### src/verilog/hfc_params.svh
`ifndef HFC_PARAMS_SVH
`define HFC_PARAMS_SVH

// ****************************************************************
// Register offsets
// ****************************************************************
`define HFC_OFS_CPU_SRC     8'h49
`define HFC_OFS_SYS_SRC     8'h4A
`define HFC_OFS_ADC_CLK     8'h4B
`define HFC_OFS_IRQ_OVT     8'h4C
`define HFC_OFS_FAN_PIN     8'h4D

// ****************************************************************
// Reset values
// ****************************************************************
`define HFC_RST_CPU_SRC     8'h00
`define HFC_RST_SYS_SRC     8'h00
`define HFC_RST_ADC_CLK     8'h44
`define HFC_RST_IRQ_OVT     8'h10
`define HFC_RST_FAN_PIN     8'h05

// ****************************************************************
// Field positions
// ****************************************************************
`define HFC_CPU_SRC_LSB     0
`define HFC_SYS_SRC_LSB     5
`define HFC_ADC_SEL_LSB     4
`define HFC_ADC_RSV_LO_LSB  2
`define HFC_ADC_RSV_HI_LSB  6
`define HFC_CPU_IRQ_BIT     6
`define HFC_SYS_ONE_BIT     5
`define HFC_IRQ_RSV_BIT     4
`define HFC_OVT_DIS_BIT     3
`define HFC_OVT_POL_BIT     2
`define HFC_CPU_LVL_BIT     3
`define HFC_CPU_IN_BIT      2
`define HFC_SYS_LVL_BIT     1
`define HFC_SYS_IN_BIT      0

// ****************************************************************
// Timing
// ****************************************************************
`define HFC_REF_CLK_HZ      20000000
`define HFC_ADC_BASE_HZ     22500
`define HFC_ADC_BASE_CYC    (`HFC_REF_CLK_HZ / `HFC_ADC_BASE_HZ)
`define HFC_ADC_DIV_1       1
`define HFC_ADC_DIV_4       4
`define HFC_ADC_DIV_16      16
`define HFC_ADC_DIV_64      64

`endif

### src/verilog/hfc_pkg.sv
package hfc_pkg;

    typedef logic [11:0] hfc_cnt_t;

    typedef enum logic [2:0] {
        HFC_SRC_CPU,
        HFC_SRC_SYS,
        HFC_SRC_AGENT1,
        HFC_SRC_AGENT2,
        HFC_SRC_AGENT3,
        HFC_SRC_AGENT4
    } hfc_src_e;

    typedef struct packed {
        logic [7:0] addr;
        logic [7:0] wdata;
        logic       wr;
        logic       rd;
    } hfc_bus_s;

    typedef struct packed {
        logic [2:0] cpu_src_reg;
        hfc_src_e   cpu_src_eff;
        logic [2:0] sys_src_reg;
        hfc_src_e   sys_src_eff;
        logic [1:0] adc_sel;
        logic [1:0] adc_rsv_hi;
        logic [1:0] adc_rsv_lo;
        logic       cpu_irq_cmp;
        logic       sys_one_shot;
        logic       ovt_dis;
        logic       ovt_pol;
        logic       cpu_lvl;
        logic       cpu_in;
        logic       sys_lvl;
        logic       sys_in;
        logic       ovt_pin;
        logic       cpu_tach;
        logic       sys_tach;
        logic [7:0] rdata;
    } hfc_state_s;

    typedef struct packed {
        hfc_cnt_t cnt;
        logic     tick;
    } hfc_div_s;

endpackage

### src/verilog/hfc_tick_div.sv
`timescale 1ns/1ns
`include "hfc_params.svh"

// ****************************************************************
// Tick divider: one tick every period steps
// ****************************************************************
module hfc_tick_div (
    input  wire logic              ref_clk,
    input  wire logic              rstn,
    input  wire logic              step,
    input  wire hfc_pkg::hfc_cnt_t period,
    output logic                   tick
);

    hfc_pkg::hfc_div_s st_ff;
    hfc_pkg::hfc_div_s nxt_st;

    always_comb begin
        nxt_st      = st_ff;
        nxt_st.tick = 1'b0;
        if (step) begin
            // Compare with >= so a shortened period never strands the count
            if (st_ff.cnt >= hfc_pkg::hfc_cnt_t'(period - 12'h001)) begin
                nxt_st.cnt  = '0;
                nxt_st.tick = 1'b1;
            end else begin
                nxt_st.cnt = hfc_pkg::hfc_cnt_t'(st_ff.cnt + 12'h001);
            end
        end
    end

    always_ff @(posedge ref_clk) begin
        if (!rstn) begin
            st_ff <= '0;
        end else begin
            st_ff <= nxt_st;
        end
    end

    assign tick = st_ff.tick;

endmodule

### src/verilog/hfc_regs.sv
// Local design decision: the plain strobed port.
`timescale 1ns/1ns
`include "hfc_params.svh"

module hfc_regs (
    input  wire logic              ref_clk,
    input  wire logic              rstn,
    input  wire hfc_pkg::hfc_bus_s bus,
    output logic [7:0]             rdata,
    input  wire logic              cpu_overtemp,
    output logic                   overtemp_pin,
    output hfc_pkg::hfc_src_e      cpu_fan_source_field,
    output hfc_pkg::hfc_src_e      system_fan_source_field,
    output logic                   adc_sample_tick,
    output logic                   cpu_temp_irq_mode,
    output logic                   system_temp_one_shot_enable,
    input  wire logic              cpu_fan_tach_pin_i,
    output logic                   cpu_fan_tach_pin_o,
    output logic                   cpu_fan_tach_pin_oe,
    output logic                   cpu_fan_tach,
    input  wire logic              system_fan_tach_pin_i,
    output logic                   system_fan_tach_pin_o,
    output logic                   system_fan_tach_pin_oe,
    output logic                   system_fan_tach
);

    localparam hfc_pkg::hfc_cnt_t BASE_CYC = hfc_pkg::hfc_cnt_t'(`HFC_ADC_BASE_CYC);

    localparam logic [7:0] RST_ADC = `HFC_RST_ADC_CLK;
    localparam logic [7:0] RST_IRQ = `HFC_RST_IRQ_OVT;
    localparam logic [7:0] RST_FAN = `HFC_RST_FAN_PIN;
    localparam logic [7:0] RST_CPU = `HFC_RST_CPU_SRC;
    localparam logic [7:0] RST_SYS = `HFC_RST_SYS_SRC;

    localparam hfc_pkg::hfc_state_s RST_ST = '{
        cpu_src_reg  : RST_CPU[`HFC_CPU_SRC_LSB +: 3],
        cpu_src_eff  : hfc_pkg::HFC_SRC_CPU,
        sys_src_reg  : RST_SYS[`HFC_SYS_SRC_LSB +: 3],
        sys_src_eff  : hfc_pkg::HFC_SRC_SYS,
        adc_sel      : RST_ADC[`HFC_ADC_SEL_LSB +: 2],
        adc_rsv_hi   : RST_ADC[`HFC_ADC_RSV_HI_LSB +: 2],
        adc_rsv_lo   : RST_ADC[`HFC_ADC_RSV_LO_LSB +: 2],
        cpu_irq_cmp  : RST_IRQ[`HFC_CPU_IRQ_BIT],
        sys_one_shot : RST_IRQ[`HFC_SYS_ONE_BIT],
        ovt_dis      : RST_IRQ[`HFC_OVT_DIS_BIT],
        ovt_pol      : RST_IRQ[`HFC_OVT_POL_BIT],
        cpu_lvl      : RST_FAN[`HFC_CPU_LVL_BIT],
        cpu_in       : RST_FAN[`HFC_CPU_IN_BIT],
        sys_lvl      : RST_FAN[`HFC_SYS_LVL_BIT],
        sys_in       : RST_FAN[`HFC_SYS_IN_BIT],
        ovt_pin      : 1'b1,
        cpu_tach     : 1'b0,
        sys_tach     : 1'b0,
        rdata        : 8'h00
    };

    hfc_pkg::hfc_state_s st_ff;
    hfc_pkg::hfc_state_s nxt_st;
    logic                base_tick;
    hfc_pkg::hfc_cnt_t   post_period;
    logic [7:0]          wd;
    logic                wr_cpu;
    logic                wr_sys;
    logic                wr_adc;
    logic                wr_irq;
    logic                wr_fan;

    assign wd     = bus.wdata;
    assign wr_cpu = bus.wr && (bus.addr == `HFC_OFS_CPU_SRC);
    assign wr_sys = bus.wr && (bus.addr == `HFC_OFS_SYS_SRC);
    assign wr_adc = bus.wr && (bus.addr == `HFC_OFS_ADC_CLK);
    assign wr_irq = bus.wr && (bus.addr == `HFC_OFS_IRQ_OVT);
    assign wr_fan = bus.wr && (bus.addr == `HFC_OFS_FAN_PIN);

    // ****************************************************************
    // Source decode
    // ****************************************************************
    // Reserved codes return the current source so it stays in effect
    function automatic hfc_pkg::hfc_src_e cpu_decode(
        input logic [2:0]        code,
        input hfc_pkg::hfc_src_e cur
    );
        case (code)
            3'h0:    cpu_decode = hfc_pkg::HFC_SRC_CPU;
            3'h2:    cpu_decode = hfc_pkg::HFC_SRC_AGENT1;
            3'h3:    cpu_decode = hfc_pkg::HFC_SRC_AGENT2;
            3'h4:    cpu_decode = hfc_pkg::HFC_SRC_AGENT3;
            3'h5:    cpu_decode = hfc_pkg::HFC_SRC_AGENT4;
            default: cpu_decode = cur;
        endcase
    endfunction

    function automatic hfc_pkg::hfc_src_e sys_decode(
        input logic [2:0]        code,
        input hfc_pkg::hfc_src_e cur
    );
        case (code)
            3'h0:    sys_decode = hfc_pkg::HFC_SRC_SYS;
            3'h1:    sys_decode = hfc_pkg::HFC_SRC_CPU;
            3'h4:    sys_decode = hfc_pkg::HFC_SRC_AGENT1;
            3'h5:    sys_decode = hfc_pkg::HFC_SRC_AGENT2;
            3'h6:    sys_decode = hfc_pkg::HFC_SRC_AGENT3;
            3'h7:    sys_decode = hfc_pkg::HFC_SRC_AGENT4;
            default: sys_decode = cur;
        endcase
    endfunction

    // ****************************************************************
    // Register update and read-back
    // ****************************************************************
    always_comb begin
        nxt_st       = st_ff;
        nxt_st.rdata = 8'h00;
        if (wr_cpu) begin
            nxt_st.cpu_src_reg = wd[`HFC_CPU_SRC_LSB +: 3];
            nxt_st.cpu_src_eff = cpu_decode(wd[`HFC_CPU_SRC_LSB +: 3], st_ff.cpu_src_eff);
        end
        if (wr_sys) begin
            nxt_st.sys_src_reg = wd[`HFC_SYS_SRC_LSB +: 3];
            nxt_st.sys_src_eff = sys_decode(wd[`HFC_SYS_SRC_LSB +: 3], st_ff.sys_src_eff);
        end
        if (wr_adc) begin
            nxt_st.adc_sel    = wd[`HFC_ADC_SEL_LSB +: 2];
            // Stored as written; keeping them at 01 is up to software
            nxt_st.adc_rsv_hi = wd[`HFC_ADC_RSV_HI_LSB +: 2];
            nxt_st.adc_rsv_lo = wd[`HFC_ADC_RSV_LO_LSB +: 2];
        end
        if (wr_irq) begin
            nxt_st.cpu_irq_cmp  = wd[`HFC_CPU_IRQ_BIT];
            nxt_st.sys_one_shot = wd[`HFC_SYS_ONE_BIT];
            nxt_st.ovt_dis      = wd[`HFC_OVT_DIS_BIT];
            nxt_st.ovt_pol      = wd[`HFC_OVT_POL_BIT];
        end
        if (wr_fan) begin
            nxt_st.cpu_lvl = wd[`HFC_CPU_LVL_BIT];
            nxt_st.cpu_in  = wd[`HFC_CPU_IN_BIT];
            nxt_st.sys_lvl = wd[`HFC_SYS_LVL_BIT];
            nxt_st.sys_in  = wd[`HFC_SYS_IN_BIT];
        end
        if (bus.rd) begin
            case (bus.addr)
                `HFC_OFS_CPU_SRC: nxt_st.rdata = {5'h00, st_ff.cpu_src_reg};
                `HFC_OFS_SYS_SRC: nxt_st.rdata = {st_ff.sys_src_reg, 5'h00};
                `HFC_OFS_ADC_CLK: nxt_st.rdata = {st_ff.adc_rsv_hi, st_ff.adc_sel,
                                                  st_ff.adc_rsv_lo, 2'h0};
                `HFC_OFS_IRQ_OVT: nxt_st.rdata = {1'b0, st_ff.cpu_irq_cmp,
                                                  st_ff.sys_one_shot,
                                                  RST_IRQ[`HFC_IRQ_RSV_BIT],
                                                  st_ff.ovt_dis, st_ff.ovt_pol, 2'h0};
                `HFC_OFS_FAN_PIN: nxt_st.rdata = {4'h0, st_ff.cpu_lvl, st_ff.cpu_in,
                                                  st_ff.sys_lvl, st_ff.sys_in};
                default:          nxt_st.rdata = 8'h00;
            endcase
        end
        // Disabled channel shows the deasserted level of the chosen polarity
        nxt_st.ovt_pin  = (cpu_overtemp && !st_ff.ovt_dis) ? st_ff.ovt_pol
                                                          : !st_ff.ovt_pol;
        // A pin that is driven carries no tachometer pulses
        nxt_st.cpu_tach = st_ff.cpu_in && cpu_fan_tach_pin_i;
        nxt_st.sys_tach = st_ff.sys_in && system_fan_tach_pin_i;
    end

    always_ff @(posedge ref_clk) begin
        if (!rstn) begin
            st_ff <= RST_ST;
        end else begin
            st_ff <= nxt_st;
        end
    end

    // ****************************************************************
    // Converter clock
    // ****************************************************************
    always_comb begin
        case (st_ff.adc_sel)
            2'h0:    post_period = hfc_pkg::hfc_cnt_t'(`HFC_ADC_DIV_1);
            2'h1:    post_period = hfc_pkg::hfc_cnt_t'(`HFC_ADC_DIV_4);
            2'h2:    post_period = hfc_pkg::hfc_cnt_t'(`HFC_ADC_DIV_16);
            default: post_period = hfc_pkg::hfc_cnt_t'(`HFC_ADC_DIV_64);
        endcase
    end

    hfc_tick_div u_base_div (
        .ref_clk (ref_clk),
        .rstn    (rstn),
        .step    (1'b1),
        .period  (BASE_CYC),
        .tick    (base_tick)
    );

    hfc_tick_div u_post_div (
        .ref_clk (ref_clk),
        .rstn    (rstn),
        .step    (base_tick),
        .period  (post_period),
        .tick    (adc_sample_tick)
    );

    // ****************************************************************
    // Outputs
    // ****************************************************************
    assign rdata                       = st_ff.rdata;
    assign overtemp_pin                = st_ff.ovt_pin;
    assign cpu_fan_source_field        = st_ff.cpu_src_eff;
    assign system_fan_source_field     = st_ff.sys_src_eff;
    assign cpu_temp_irq_mode           = st_ff.cpu_irq_cmp;
    assign system_temp_one_shot_enable = st_ff.sys_one_shot;
    assign cpu_fan_tach_pin_oe         = !st_ff.cpu_in;
    assign cpu_fan_tach_pin_o          = st_ff.cpu_lvl;
    assign system_fan_tach_pin_oe      = !st_ff.sys_in;
    assign system_fan_tach_pin_o       = st_ff.sys_lvl;
    assign cpu_fan_tach                = st_ff.cpu_tach;
    assign system_fan_tach             = st_ff.sys_tach;

    hfc_pkg::hfc_cnt_t gap_q;
    logic              gap_seen_q;

    always_ff @(posedge ref_clk) begin
        if (!rstn) begin
            gap_q      <= '0;
            gap_seen_q <= 1'b0;
        end else if (base_tick) begin
            gap_q      <= '0;
            gap_seen_q <= 1'b1;
        end else begin
            gap_q <= hfc_pkg::hfc_cnt_t'(gap_q + 12'h001);
        end
    end
endmodule

### config.mk
export PLATFORM = sky130hd
export DESIGN_NAME = hfc_regs
export DESIGN_NICKNAME = d
export VERILOG_FILES = /design/src/verilog/hfc_pkg.sv /design/src/verilog/hfc_tick_div.sv /design/src/verilog/hfc_regs.sv
export VERILOG_INCLUDE_DIRS = /design/src /design/src/verilog
export SDC_FILE = /design/constraint.sdc
export NUM_CORES = 1
export LEC_CHECK = 0
export BUFFER_PORTS_ARGS = -buffer_cell sky130_fd_sc_hd__buf_2
export CELL_PAD_IN_SITES_DETAIL_PLACEMENT = 0
export CELL_PAD_IN_SITES_GLOBAL_PLACEMENT = 1
export CORE_MARGIN = 3
export CORE_UTILIZATION = 46
export CTS_BUF_LIST = sky130_fd_sc_hd__clkbuf_8 sky130_fd_sc_hd__clkbuf_16
export CTS_CLUSTER_DIAMETER = 120
export CTS_CLUSTER_SIZE = 16
export DETAILED_ROUTE_END_ITERATION = 7
export PLACE_DENSITY = 0.83
export SLEW_MARGIN = 20
export SYNTH_ARGS = -nofsm -noshare
export SYNTH_HDL_FRONTEND = slang
export SYNTH_SLANG_ARGS = --single-unit
### constraint.sdc
create_clock -name ref_clk -period 3.66 [get_ports ref_clk]
set_input_delay 0.732 -clock ref_clk [delete_from_list [all_inputs] [get_ports ref_clk]]
set_output_delay 0.732 -clock ref_clk [all_outputs]
set_load 0.02 [all_outputs]
After elaboration in Yosys (flattened, before gate mapping):

Index checks and enable logic that the tools add are counted.

* register bits after elaboration: 63
* input bits: 23
* logic and storage cells: 75
* output and inout bits: 24

* reductions and logical operators: 22
* equality and inequality tests: 16
* bitwise operators: 1
* add/sub/neg operators: 3
* muxes and demuxes: 8
* $lt $le $gt $ge: 2

Operator list (number)
* $eq 8x7->1 const B: 5
* $pmux 8 s5: 1
* $add 12x1->12 const B: 2
* $pmux 7 s3: 1
* $eq 3x3->1 const B: 6
* $pmux 3 s6: 1
* $pmux 3 s5: 1
* $ge 12x10->1 const B: 1
* $ge 12x12->1: 1
* $mux 12: 1
* $logic_and 1x1->1: 8
* $reduce_and 2->1: 4
* $sub 7x1->8 const B: 1
* $eq 3x2->1 const B: 2
* $logic_not 3->1: 2
* $reduce_bool 6->1: 1
* $reduce_bool 5->1: 1
* $logic_not 1->1: 4
* $eq 3x1->1 const B: 1
* $mux 1: 3
* $eq 2x1->1 const B: 1
* $eq 2x2->1 const B: 1
* $logic_not 2->1: 1
* $reduce_or 2->1: 1
* $not 1->1: 1

Logic depth before layout (Yosys ltp):

* depth in word-level cells: 5
* mapped depth: 7
* mapped depth without buffers: 6

Cells and area by module:

From an unflattened synthesis, not the netlist that was laid out.

* cell total of the unflattened synthesis: 434
* area, all modules: 3796.1 um^2

By module, submodules not included
* hfc_tick_div: sequential area each 260.2 um^2, instances 2, cells an instance 125, area an instance 1016.0 um^2
* hfc_regs: sequential area each 740.7 um^2, instances 1, cells an instance 184, area an instance 1764.2 um^2

Least setup slack after synthesis:

No wires, ideal clock.

* path kind: register to register
* start point: reg st_ff[23] in the netlist's numbering
* end point: reg u_post_div.st_ff[10] in the netlist's numbering
* buffers on the path: 1
* clock period less this slack: 2.091 ns
* stages on the path, launching flop included: 8
* required time: 3.590 ns
* setup slack: 1.569 ns
* library setup time: 0.070 ns
* arrival time: 2.021 ns
* cell sequence: dfxtp_1 > or2_2 > ha_1 > nand2b_1 > a2111oi_0 > o2111ai_2 > buf_6 > a21oi_1

* longest elaborated chain between the ends: 5
* elaborated cells between the ends (all ways): 7
* those cells by class: 1 x add/sub; 1 x order compare; 2 x eq/ne; 2 x mux; 1 x reduce/logical

RTL lines
* start, declared: line hfc_regs.sv:57 `hfc_pkg::hfc_state_s st_ff;`
* start signal, assigned: line hfc_regs.sv:167 `st_ff <= nxt_st;`
* $eq 2x2->1 (tied with other cells): line hfc_regs.sv:175 `case (st_ff.adc_sel)`
* $pmux 7 s3 *: line hfc_regs.sv:175
* $sub 7x1->8 *: line hfc_tick_div.sv:23 `if (st_ff.cnt >= hfc_pkg::hfc_cnt_t'(period - 12'h001)) begin`
* $ge 12x12->1 *: line hfc_tick_div.sv:23
* $mux 12 *: line hfc_tick_div.sv:23
* end signal, assigned: line hfc_tick_div.sv:36 `st_ff <= nxt_st;`
* end, declared: line hfc_tick_div.sv:15 `hfc_pkg::hfc_div_s st_ff;`

Mark *: on every way between the ends. The rest lies on a longest branch, timed or not.
A chain may end at the register's enable or synchronous reset.

Final worst setup path:

* start point: reg st_ff[23] in the netlist's numbering
* end point: reg u_post_div.st_ff[11] in the netlist's numbering

Same word-level chain as after synthesis.

==> results.yml <==
clocking:
  htreeDepth: 3
  clk_latency_ns: 0.34
  path_clk_slew_ns: 0.07
  clock-sinks: 63
  clockBufferDepth: 2
  numCtsBuffers: 9
  cts_tree: "built"
  clock-root-buffer: "clkbuf_8"
  holdBufCountCts: 0
  cts_resized: 0
  post_cts_buffers: 0
sta:
  finalCritPeriodShare_pct: 67.5
  setup_violations: 0
  skew_ns: 0.0103
  hold_viol: 0
  tightest_slew_ns: 1.05
  fin_ws_ns: 1.19
  fmax_mhz: 405
  rsz0062_at_grt: "false"
  tns_ns: 0
  report.final.slew_viol_count: 0
  layout_min_cycle_time_ns: 2.47
  slew_headroom_pct: 29.8
  fin_hold_ws_ns: 0.444
yosys:
  ys_async_sr_fraction_pct: 0
  synth-warning-count: 0
  synth_area_um2: 2940
  seq_area_frac_synth_pct: 42.9
  synthFlopType: "dfxtp_1"
  syn_avg_cell_area_um2: 9.33
  synth_edf_count: 0
  ys_ff_latch: 63
  synthCells: 315
  synth_cell_types: 54
global_route:
  grt_pass1_wl_um: 9800
  antenna_found_initial: 0
  grt-ovfl-total: 0
  grt_start_max_net_pins: 31
  track_usage_pct: 16.8
  grt_pass1_vias: 2081
critical_path:
  start_kind: "flip-flop"
  end_kind: "flip-flop"
  crit_path_max_fanout: 12
  crit_arrival_ns: 2.73
  critPathKind: "reg -> reg"
  crit_required_ns: 3.92
drt:
  routedWlPerCell_um: 13.5
  routed_wl_um: 5730
  vias_per_cell: 5.28
  drcViolationCount: 0
  dr.pass1.iters: 4
  drt_iter0_drc: 122
  antenna_left: 0
  vias: 2246
finish:
  stdcell_count: 425
  antenna_cells: 0
  nets: 376
  n_fill_cell: 611
  layout_commonest_cell: "dfxtp_1"
  layout_common_cells: "dfxtp_1 (63), buf_2 (46), nor2_1 (33), nand2_1 (29), mux2i_1 (22)"
  areaGrowthSynthToFinish_pct: 11.4
  drive_gt1_share_pct: 21.7
run:
  maxCapViolations: 0
placement:
  place_hpwl_um: 4070
  gp_congestion: 0.778
  io_buffers: 46
  dp_cells: 409
  preCtsSetupSlack_ns: 1.22
hold_path:
  min_path_type: "reg -> reg"
floorplan:
  die_area_um2: 7390
  coreArea_um2: 6060
  die_w_um: 86.0
  die_h_um: 86.0
  start_util_pct: 48.5
  rows: 28
  pin_count: 47
power:
  power.density_nw_per_um2: 398
  ir_drop_uv: 278
  total_power_mw: 1.30
  leakage_nw: 1.40
outcome:
  status: "finished clean"
[sequential cells by signal, indices dropped and copies added (netlist names)]
| register | flops |
|---|---|
| system_fan_tach | 1 |
| system_temp_one_shot_enable | 1 |
| overtemp_pin | 1 |
| rdata | 8 |
| system_fan_tach_pin_o | 1 |
| system_fan_source_field | 3 |
| u_post_div.st_ff | 12 |
| u_base_div.tick | 1 |
| u_base_div.st_ff | 12 |
| st_ff | 16 |
| cpu_fan_source_field | 3 |
| cpu_temp_irq_mode | 1 |
| cpu_fan_tach | 1 |
| u_post_div.tick | 1 |
| cpu_fan_tach_pin_o | 1 |
[worst max-delay path, stage by stage (launching register included)]
cell	delay, ns
dfxtp_1	0.33
or2_2	0.31
ha_1	0.26
nand2b_1	0.13
a2111oi_0	0.67
o2111ai_2	0.44
a21oi_1	0.25
[Yosys cell counts, types with 4 or more instances]
library cell / instances / share of area, %
and3_1: 4 / 0.85
nor3b_1: 4 / 1.0
a21oi_1: 16 / 2.7
xnor2_1: 12 / 3.6
dfxtp_1: 63 / 43
buf_2: 4 / 0.68
clkbuf_1: 7 / 0.89
ha_1: 8 / 3.4
nand2_1: 29 / 3.7
nand4_1: 8 / 1.7
nor3_1: 6 / 1.0
xor2_1: 7 / 2.1
o21ai_0: 5 / 0.85
inv_1: 10 / 1.3
nand3_1: 9 / 1.5
nor2_1: 33 / 4.2
mux2i_1: 22 / 7.5
buf_4: 14 / 3.6
[final timing paths]
path | start | to | slack, ns | cells past startpoint
worst min register to register | u_base_div.st_ff[1] | u_base_div.st_ff[1] | 0.44 | 1
worst min-delay path | u_base_div.st_ff[1] | u_base_div.st_ff[1] | 0.44 | 1
worst max register to register | st_ff[23] | u_post_div.st_ff[11] | 1.19 | 6
worst max-delay path | st_ff[23] | u_post_div.st_ff[11] | 1.19 | 6
[logic make-up after synthesis]
family | synth area share (%)
compound gates | 12.0
xor+xnor | 5.66
fa+ha+maj | 3.40
buf+inv | 7.19
flops | 42.9
mux | 8.64
other cells | 0.128
simple gates | 20.1
[per-layer routing]
metal | track usage, % | vias up | part of all wire, %
met5 | 0 | - | 0
met4 | 8.35 | 0 | 2.1
met3 | 5.28 | 13 | 5.1
met2 | 22.4 | 44 | 41
met1 | 24.1 | 1035 | 52
li1 | - | 1154 | -
[where the power goes]
group,internal (mW),switching [mW],leakage (nW)
Sequential,0.692,0.00550,0.510
Combinational,0.0281,0.0462,0.796
Clock,0.260,0.272,0.0895
Total,0.980,0.324,1.40
[metrics by stage]
stage / instance area (µm²) / utilization (%)
after floorplan: 2940 / -
after global placement: 3100 / 51.2
after detailed placement: 3100 / 51.2
after CTS: 3280 / 54.1
after global routing: 3280 / 54.1
final: 3280 / 54.1
[cell type report]
| type | instances | area (µm²) | area share (%) |
|---|---|---|---|
| flip-flops and latches | 63 | 1260 | 38.5 |
| inverters | 10 | 37.5 | 1.15 |
| repair buffers | 47 | 238 | 7.25 |
| clock buffers | 10 | 138 | 4.20 |
| well taps | 75 | 93.8 | 2.86 |
| clock inverters | 6 | 37.5 | 1.15 |
| multi-input cells | 214 | 1470 | 44.9 |
(Power assumes the default switching activity.)
